<file path="src/shared/acc_pkg.sv">
package acc_pkg;

	// APB address width and register byte addresses.
	localparam int unsigned ADDR_W     = 20;
	localparam logic [19:0] ADDR_PCE   = 20'hF00F0; // peripheral_clock_enable
	localparam logic [19:0] ADDR_MODE  = 20'hFFF60; // comparator_mode_setting
	localparam logic [19:0] ADDR_FILT  = 20'hFFF64; // comparator_filter_control
	localparam logic [19:0] ADDR_OUTC  = 20'hFFF68; // comparator_output_control
	localparam logic [19:0] ADDR_ISTAT = 20'hFFF6C; // interrupt status, write one to clear
	localparam logic [19:0] ADDR_IMASK = 20'hFFF70; // interrupt mask, one lets the event through

	// Values after reset.
	localparam logic [7:0] PCE_RST   = 8'h00;
	localparam logic [7:0] MODE_RST  = 8'h00;
	localparam logic [7:0] FILT_RST  = 8'h00;
	localparam logic [7:0] OUTC_RST  = 8'h00;
	localparam logic [1:0] IRQ_RST   = 2'h0;
	localparam logic [4:0] DIV_RST   = 5'h00;

	// Field positions; channel 1 fields sit CH_SHIFT bits above channel 0.
	localparam int unsigned PCE_COMPARATOR_CLOCK_ENABLE = 6;
	localparam int unsigned CH_SHIFT  = 4;
	localparam int unsigned MODE_ENB  = 0;
	localparam int unsigned MODE_VRF  = 2;
	localparam int unsigned MODE_MON  = 3;
	localparam int unsigned FILT_FCK  = 0;
	localparam int unsigned FILT_EPO  = 2;
	localparam int unsigned FILT_EDG  = 3;
	localparam int unsigned OUTC_OE   = 0;
	localparam int unsigned OUTC_INV  = 1;
	localparam int unsigned OUTC_SPD  = 2;

	// Bits that software may change; the rest are stored as zero, and read zero except mode bits 7 and 3, which read the result flags.
	localparam logic [7:0] MODE_WMASK = 8'h55;
	localparam logic [7:0] OUTC_WMASK = 8'h77;

	// Filter sampling divider terminal counts.
	localparam logic [4:0] DIV8_LAST  = 5'h07;
	localparam logic [4:0] DIV32_LAST = 5'h1F;

	// Filter sampling clock selection.
	typedef enum logic [1:0] {
		FCK_OFF,
		FCK_DIV1,
		FCK_DIV8,
		FCK_DIV32
	} acc_fck_t;

	// Controls handed to the analog comparator core.
	typedef struct packed {
		logic       clk_en;       // Comparator clock supply.
		logic       rst_n;        // Comparator reset, active low.
		logic [1:0] enable;       // Per channel operation enable.
		logic [1:0] ref_internal; // Per channel: 1 internal reference, 0 external pin.
		logic [1:0] high_speed;   // Per channel: 1 fast response, 0 low power.
	} acc_core_t;

endpackage

</file>
<file path="src/rtl/acc_ctrl.sv">
// Overview of operation
// - Clock-enable bit 6 low stops comparator clock and holds it in reset.
// - With clock-enable low, mode, filter, output registers stay reset; writes ignored.
// - Peripheral enable register sits at F00F0H and resets to 00H.
// - Comparator mode register sits at FFF60H and resets to 00H.
// - Mode bits 7 and 3 are read-only result flags.
// - Result flag reads 1 when input above reference, 0 when below.
// - Reference select 0 routes external pin, 1 internal reference; bits 6 and 2.
// - Enable bit 0 disables, 1 enables a channel; bits 4 and 0.
// - Result flag is meaningful only while its channel is enabled.
// - Selected edge on a channel's output raises that channel's interrupt.
// - Each channel's result drives its output pin, inverted or not.
// - Response speed selectable: fast, or slow with lower power.
// - Digital noise filter with software-selected elimination width.
// - Mode register accepts single-bit and full byte writes.
//
// Local design decision: the APB interface to the registers.
module acc_ctrl
	import acc_pkg::*;
(
	input  wire logic              pclk,                      // Bus and block clock, 50 MHz.
	input  wire logic              presetn,                   // Asynchronous reset, active low.
	input  wire logic              psel,                      // APB select.
	input  wire logic              penable,                   // APB access phase.
	input  wire logic              pwrite,                    // APB direction, 1 write.
	input  wire logic [ADDR_W-1:0] paddr,                     // APB byte address.
	input  wire logic [31:0]       pwdata,                    // APB write data.
	input  wire logic [3:0]        pstrb,                     // APB byte strobes.
	output logic      [31:0]       prdata,                    // APB read data.
	output logic                   pready,                    // APB ready.
	output logic                   pslverr,                   // APB error on unmapped address.
	input  wire logic [1:0]        cmp_result_async,          // Raw comparator outputs, unsynchronised.
	output acc_core_t              core_ctrl,                 // Controls to the analog core.
	output logic      [1:0]        compare_output_pin,        // Comparator output pin levels.
	output logic      [1:0]        compare_output_pin_oe,     // Output pin drive enables.
	output logic      [1:0]        compare_edge_interrupt,    // One-cycle pulse per detected edge.
	output logic                   irq                        // Level interrupt, unmasked status set.
);

	// Position of a per-channel field.
	function automatic int unsigned fld(input int unsigned base, input int unsigned ch);
		return base + CH_SHIFT * ch;
	endfunction

	// Address match for one register.
	function automatic logic hit(input logic [ADDR_W-1:0] a, input logic [ADDR_W-1:0] off);
		return a == off;
	endfunction

	logic [7:0]  pce_reg, pce_next;
	logic [7:0]  mode_reg, mode_next;
	logic [7:0]  filt_reg, filt_next;
	logic [7:0]  outc_reg, outc_next;
	logic [1:0]  ist_reg, ist_next;
	logic [1:0]  imsk_reg, imsk_next;
	logic        irq_reg, irq_next;
	logic [31:0] prdata_reg, prdata_next;
	logic        pready_reg, pready_next;
	logic        pslverr_reg, pslverr_next;
	logic [1:0]  sync1_reg, sync2_reg;
	logic [1:0]  hist_reg [2];
	logic [1:0]  hist_next [2];
	logic [1:0]  flt_reg, flt_next;
	logic [1:0]  edge_reg, edge_next;
	logic [1:0]  pin_reg, pin_next;
	logic [1:0]  pin_oe_reg, pin_oe_next;
	logic [4:0]  div_reg, div_next;
	acc_core_t   core_reg, core_next;
	logic        blk_en;
	logic [1:0]  active;
	logic [1:0]  evt;
	logic [1:0]  tick;
	logic        setup;
	logic        wr;
	logic        mapped;
	logic [31:0] rd_word;
	logic [7:0]  mode_rd;

	assign blk_en = pce_reg[PCE_COMPARATOR_CLOCK_ENABLE];
	assign setup  = psel & ~penable;
	// A write lands only at the edge where the master sees ready in the access phase.
	assign wr     = psel & penable & pwrite & pready_reg & pstrb[0];

	// Read view of the mode register: result flags forced to zero for a stopped channel.
	always_comb begin
		mode_rd = mode_reg;
		for (int unsigned ch = 0; ch < 2; ch++) begin
			mode_rd[fld(MODE_MON, ch)] = flt_reg[ch] & active[ch];
		end
	end

	// Address decode for reads; unmapped addresses read zero and flag an error.
	always_comb begin
		mapped  = 1'b1;
		rd_word = 32'h0000_0000;
		if (hit(paddr, ADDR_PCE)) begin
			rd_word[7:0] = pce_reg;
		end else if (hit(paddr, ADDR_MODE)) begin
			rd_word[7:0] = mode_rd;
		end else if (hit(paddr, ADDR_FILT)) begin
			rd_word[7:0] = filt_reg;
		end else if (hit(paddr, ADDR_OUTC)) begin
			rd_word[7:0] = outc_reg;
		end else if (hit(paddr, ADDR_ISTAT)) begin
			rd_word[1:0] = ist_reg;
		end else if (hit(paddr, ADDR_IMASK)) begin
			rd_word[1:0] = imsk_reg;
		end else begin
			mapped = 1'b0;
		end
	end

	// Bus answer: data is captured in the setup cycle so the access phase never waits.
	always_comb begin
		pready_next  = setup;
		pslverr_next = setup & ~mapped;
		prdata_next  = prdata_reg;
		if (setup) begin
			prdata_next = pwrite ? 32'h0000_0000 : rd_word;
		end
	end

	// Software registers. Comparator registers are pinned to reset while the clock is off.
	always_comb begin
		pce_next  = pce_reg;
		mode_next = mode_reg;
		filt_next = filt_reg;
		outc_next = outc_reg;
		imsk_next = imsk_reg;
		ist_next  = ist_reg;
		if (wr && hit(paddr, ADDR_PCE)) begin
			pce_next = pwdata[7:0];
		end
		if (!blk_en) begin
			mode_next = MODE_RST;
			filt_next = FILT_RST;
			outc_next = OUTC_RST;
		end else if (wr) begin
			if (hit(paddr, ADDR_MODE)) begin
				mode_next = pwdata[7:0] & MODE_WMASK;
			end else if (hit(paddr, ADDR_FILT)) begin
				filt_next = pwdata[7:0];
			end else if (hit(paddr, ADDR_OUTC)) begin
				outc_next = pwdata[7:0] & OUTC_WMASK;
			end
		end
		if (wr && hit(paddr, ADDR_IMASK)) begin
			imsk_next = pwdata[1:0];
		end
		if (wr && hit(paddr, ADDR_ISTAT)) begin
			ist_next = ist_reg & ~pwdata[1:0];
		end
		// A new event in the clearing cycle wins over the clear.
		ist_next = ist_next | evt;
		irq_next = |(ist_next & imsk_next);
	end

	// Filter sampling divider: free running so every setting has a steady sample rate.
	always_comb begin
		// The divider wraps on purpose, so the carry out of the top bit is dropped.
		div_next = 5'(div_reg + 5'h01);
		for (int unsigned ch = 0; ch < 2; ch++) begin
			case (acc_fck_t'(filt_reg[fld(FILT_FCK, ch) +: 2]))
				FCK_DIV1:  tick[ch] = 1'b1;
				FCK_DIV8:  tick[ch] = div_reg[2:0] == DIV8_LAST[2:0];
				FCK_DIV32: tick[ch] = div_reg == DIV32_LAST;
				default:   tick[ch] = 1'b0;
			endcase
		end
	end

	// Per-channel filter, edge detection, pin drive and core controls.
	always_comb begin
		core_next.clk_en = blk_en;
		core_next.rst_n  = blk_en;
		for (int unsigned ch = 0; ch < 2; ch++) begin
			active[ch]                 = blk_en & mode_reg[fld(MODE_ENB, ch)];
			core_next.enable[ch]       = active[ch];
			core_next.ref_internal[ch] = mode_reg[fld(MODE_VRF, ch)];
			core_next.high_speed[ch]   = outc_reg[fld(OUTC_SPD, ch)];
			hist_next[ch]              = hist_reg[ch];
			flt_next[ch]               = flt_reg[ch];
			if (!active[ch]) begin
				// A stopped channel tracks its input so enabling it fakes no edge.
				hist_next[ch] = {2{sync2_reg[ch]}};
				flt_next[ch]  = sync2_reg[ch];
			end else if (acc_fck_t'(filt_reg[fld(FILT_FCK, ch) +: 2]) == FCK_OFF) begin
				hist_next[ch] = {2{sync2_reg[ch]}};
				flt_next[ch]  = sync2_reg[ch];
			end else if (tick[ch]) begin
				// Three equal samples in a row are needed before the output moves.
				hist_next[ch] = {hist_reg[ch][0], sync2_reg[ch]};
				if (sync2_reg[ch] == hist_reg[ch][0] && sync2_reg[ch] == hist_reg[ch][1]) begin
					flt_next[ch] = sync2_reg[ch];
				end
			end
			if (!active[ch] || flt_next[ch] == flt_reg[ch]) begin
				evt[ch] = 1'b0;
			end else if (filt_reg[fld(FILT_EDG, ch)]) begin
				evt[ch] = 1'b1;
			end else begin
				evt[ch] = flt_next[ch] ^ filt_reg[fld(FILT_EPO, ch)];
			end
			edge_next[ch]   = evt[ch];
			pin_next[ch]    = flt_next[ch] ^ outc_reg[fld(OUTC_INV, ch)];
			pin_oe_next[ch] = active[ch] & outc_reg[fld(OUTC_OE, ch)];
		end
	end

	// Two-flop synchroniser; only the second stage feeds any logic.
	always_ff @(posedge pclk or negedge presetn) begin
		if (!presetn) begin
			sync1_reg <= 2'h0;
			sync2_reg <= 2'h0;
		end else begin
			sync1_reg <= cmp_result_async;
			sync2_reg <= sync1_reg;
		end
	end

	// State registers.
	always_ff @(posedge pclk or negedge presetn) begin
		if (!presetn) begin
			pce_reg     <= PCE_RST;
			mode_reg    <= MODE_RST;
			filt_reg    <= FILT_RST;
			outc_reg    <= OUTC_RST;
			ist_reg     <= IRQ_RST;
			imsk_reg    <= IRQ_RST;
			irq_reg     <= 1'b0;
			prdata_reg  <= 32'h0000_0000;
			pready_reg  <= 1'b0;
			pslverr_reg <= 1'b0;
			hist_reg[0] <= 2'h0;
			hist_reg[1] <= 2'h0;
			flt_reg     <= 2'h0;
			edge_reg    <= 2'h0;
			pin_reg     <= 2'h0;
			pin_oe_reg  <= 2'h0;
			div_reg     <= DIV_RST;
			core_reg    <= '0;
		end else begin
			pce_reg     <= pce_next;
			mode_reg    <= mode_next;
			filt_reg    <= filt_next;
			outc_reg    <= outc_next;
			ist_reg     <= ist_next;
			imsk_reg    <= imsk_next;
			irq_reg     <= irq_next;
			prdata_reg  <= prdata_next;
			pready_reg  <= pready_next;
			pslverr_reg <= pslverr_next;
			hist_reg[0] <= hist_next[0];
			hist_reg[1] <= hist_next[1];
			flt_reg     <= flt_next;
			edge_reg    <= edge_next;
			pin_reg     <= pin_next;
			pin_oe_reg  <= pin_oe_next;
			div_reg     <= div_next;
			core_reg    <= core_next;
		end
	end

	// Every output leaves straight from a flip-flop.
	assign prdata                 = prdata_reg;
	assign pready                 = pready_reg;
	assign pslverr                = pslverr_reg;
	assign core_ctrl              = core_reg;
	assign compare_output_pin     = pin_reg;
	assign compare_output_pin_oe  = pin_oe_reg;
	assign compare_edge_interrupt = edge_reg;
	assign irq                    = irq_reg;

	// Per-channel checks of filter, edge and pin behaviour.
	for (genvar g = 0; g < 2; g++) begin : g_chk

	end
endmodule

</file>
<file path="config.mk">
export PLATFORM = sky130hd
export DESIGN_NAME = acc_ctrl
export DESIGN_NICKNAME = d
export VERILOG_FILES = /design/src/shared/acc_pkg.sv /design/src/rtl/acc_ctrl.sv
export SDC_FILE = /design/constraint.sdc
export NUM_CORES = 1
export LEC_CHECK = 0
export BUFFER_PORTS_ARGS = -buffer_cell sky130_fd_sc_hd__buf_4
export CORE_MARGIN = 4
export CORE_UTILIZATION = 46
export DETAILED_ROUTE_END_ITERATION = 10
export PLACE_DENSITY = 0.77
export SKIP_CTS_REPAIR_TIMING = 1
export SYNTH_ARGS = -nofsm -noshare
export SYNTH_HDL_FRONTEND = slang
export SYNTH_SLANG_ARGS = --single-unit
</file>
<file path="constraint.sdc">
create_clock -name pclk -period 2 [get_ports pclk]
set_input_delay 0.4 -clock pclk [delete_from_list [all_inputs] [get_ports pclk]]
set_output_delay 0.4 -clock pclk [all_outputs]
set_load 0.01 [all_outputs]
</file>
==> impl_metrics.csv <==
group,metric,value,unit
sta,setup_ws,0.0671,ns
sta,clock_skew,0.00468,ns
setup_path,end_kind,"register",
floorplanning,ios,112,
logic_synthesis,synth_seq_cells,69,
global_route,gr-total-overflow,0,
placed_design,io_buffers,60,
logic_synthesis,postSynthAreaPerCell,10.9,µm²
layout,postLayoutCellArea,0.00426,mm²
floorplanning,die_area,0.00880,mm²
drt,ant_nets,0,
global_route,grtUsageTotal,19.0,%
clocking,htree_levels,3,
global_route,grt_pass1_vias,2547,
logic_synthesis,synth_area,0.00339,mm²
drt,drtPass1Iterations,4,
layout,fin_util,59.1,%
status,violations,"negative hold slack",
floorplanning,initial_core_util,47.0,%
sta,hold_violations,12,
setup_path,crit_family,"compound AO/OA/AOI/OAI gates",
status,outcome,"finished, violations left",
drt,wl_per_cell,16.1,µm
power,p_leak,2.17,nW
logic_synthesis,yosys.cell_types.count,49,
global_route,antenna_found_initial,0,
layout,area_growth,25.7,%
setup_path,worstPathMaxFanout,2,
sta,slew_violations,0,
clocking,clockBufferDepth,2,
floorplanning,fp.coreArea,0.00721,mm²
layout,fill_cells,625,
global_route,grt_pass1_wl,12700,µm
sta,holdWs,-0.00550,ns
power,peakVddDrop,0.532,mV
floorplanning,rows,31,
layout,insertedDiodeCount,0,
logic_synthesis,synth_edf_count,0,
job,maxCapViolations,0,
clocking,clk_pin_slew,0.07,ns
floorplanning,dieWidth,93.8,µm
setup_path,slowest_stage,"dfrtp_1",
layout,drive_gt1_share,32.2,%
placed_design,gp_congestion,0.822,
placed_design,dp_slack,-0.122,ns
global_route,grt_max_degree,37,
clocking,cts_tree,"yes",
clocking,clkLatencyLatePin,0.35,ns
placed_design,dp.cells,478,
clocking,ctsRootBufferMaster,"clkbuf_8",
setup_path,rr_worst_depth,9,
layout,num-nets-final,459,
logic_synthesis,synthArstFlopShare,100,%
logic_synthesis,synth_warnings,0,
logic_synthesis,synth_ff_type,"dfrtp_1",
setup_path,crit_chain,"ha_2 -> and3_4 -> ha_4 -> mux2i_2 -> buf_4 -> o32ai_2 -> o211ai_1 -> o221ai_2 -> o2bb2ai_1",
sta,rsz0062_at_grt,"yes",
setup_path,crit_arrival,2.17,ns
clocking,clock_sinks,69,
layout,fin_cells,497,
setup_path,max_stage_delay,0.39,ns
logic_synthesis,synth_seq_area_share,51.0,%
drt,via_per_inst,5.15,
drt,drc_errors,0,
floorplanning,die_height,93.8,µm
clocking,cts_inserted_buffers,9,
sta,period_minus_slack,1.93,ns
drt,totalWireLength,8010,µm
placed_design,place_area,0.00397,mm²
power,power_density,626,mW/mm²
placed_design,dpl.hpwl,5860,µm
sta,fmax,517,MHz
logic_synthesis,synthCells,311,
worst_hold_path,hold_class,"in -> async",
setup_path,worstSetupPathType,"reg -> reg",
sta,setup_viol_count_final,0,
setup_path,required,2.23,ns
setup_path,cp.buffers_inverters,1,
setup_path,critPathLaunchType,"register",
sta,timing.final.crit_share,96.6,%
drt,drt-initial-drc-count,130,
drt,vias,2561,
setup_path,path_depth,9,
[cells in the final DEF, fill, tap and decap left out, types with 2 or more instances in the layout]
cell        netlist  final
ha_2              0      2
mux2_2           11     11
nand3_1          10     10
nor2_1           14     12
inv_1            11     11
buf_4            25     84
a22o_1            4      4
conb_1            1     24
nand4_1           7      7
o21ai_0          14     13
and4b_1           3      3
mux2i_1          24     23
nand2_1          20     20
clkinvlp_4        0      4
clkbuf_8          0     11
xor2_1            2      2
and4_1            2      2
a21oi_1           5      5
a32oi_1           4      4
o211ai_1          2      2
and3_1            8      7
nor3_1            3      3
nand2b_1          5      5
nor4_4            2      2
o31ai_1           3      3
nor2b_1          24     24
dfrtp_1          69     69
nor3b_1           2      2
[synthesized netlist by cell type (4+ instances only)]
master	number	area, µm²
dfrtp_1	69	1730
buf_4	25	188
mux2i_1	24	240
nor2b_1	24	150
nand2_1	20	75.1
nor2_1	14	52.6
o21ai_0	14	70.1
inv_1	11	41.3
mux2_2	11	124
nand3_1	10	50.1
and3_1	8	50.1
clkbuf_1	8	30.0
nand4_1	7	43.8
a21oi_1	5	25.0
nand2b_1	5	31.3
a22o_1	4	35.0
a32oi_1	4	35.0
[stage by stage]
| stage | total power [mW] | TNS [ns] |
|---|---|---|
| 6_report | 2.67 | 0 |
| 5_1_grt | 2.78 | -0.114 |
| 4_1_cts | 2.69 | -0.287 |
| 3_5_place_dp | 1.64 | -0.205 |
| 3_3_place_gp | 1.64 | -0.0718 |
| 2_1_floorplan | 1.55 | 0 |
[routing by layer]
metal / track usage (%) / share of wire, % / up-vias
met3: 5.61 / 6.6 / 13
met5: 0 / 0 / -
met2: 30.8 / 49 / 83
li1: - / - / 1218
met4: 6.14 / 1.6 / 0
met1: 24.3 / 43 / 1247
[worst paths after layout]
kind,from,end,slack [ns]
worst max-delay path,div_reg[1],irq,0.07
worst min-delay path,presetn,core_ctrl[4],-0.005
worst max register to register,div_reg[1],irq,0.07
worst min register to register,sync1_reg[0],sync2_reg[0],0.35
max in group asynchronous,presetn,pce_reg[5],1.40
min in group pclk,cmp_result_async[1],sync1_reg[1],0.15
[logic make-up (layout without fill, tap and decap cells)]
family	count (synthesis)	after routing	share of synthesized area, %
other	1	24	0.111
multiplexers	35	35	10.7
flip-flops	69	69	51.0
XOR/XNOR	3	3	0.776
AO/OA/AOI/OAI	48	48	10.2
buffers and inverters	47	111	8.09
AND/OR/NAND/NOR	105	105	18.1
adder cells (fa/ha/maj)	3	3	1.11
[report_power, final]
group | leakage [nW] | switching (mW) | internal, mW
sequential | 0.919 | 0.0133 | 1.41
combinational | 1.16 | 0.117 | 0.0803
clock | 0.0836 | 0.535 | 0.514
[layout make-up]
type                       instances  area, µm²  area share (%)
multi-input combinational        218       1550            36.4
timing repair buffer              84        631            14.8
inverter                          11       41.3           0.969
tap                               99        124            2.91
sequential                        69       1730            40.5
clock buffer                      11        151            3.55
clock inverter                     5       35.0           0.822
No activity file was read; power rests on OpenSTA's default activity.
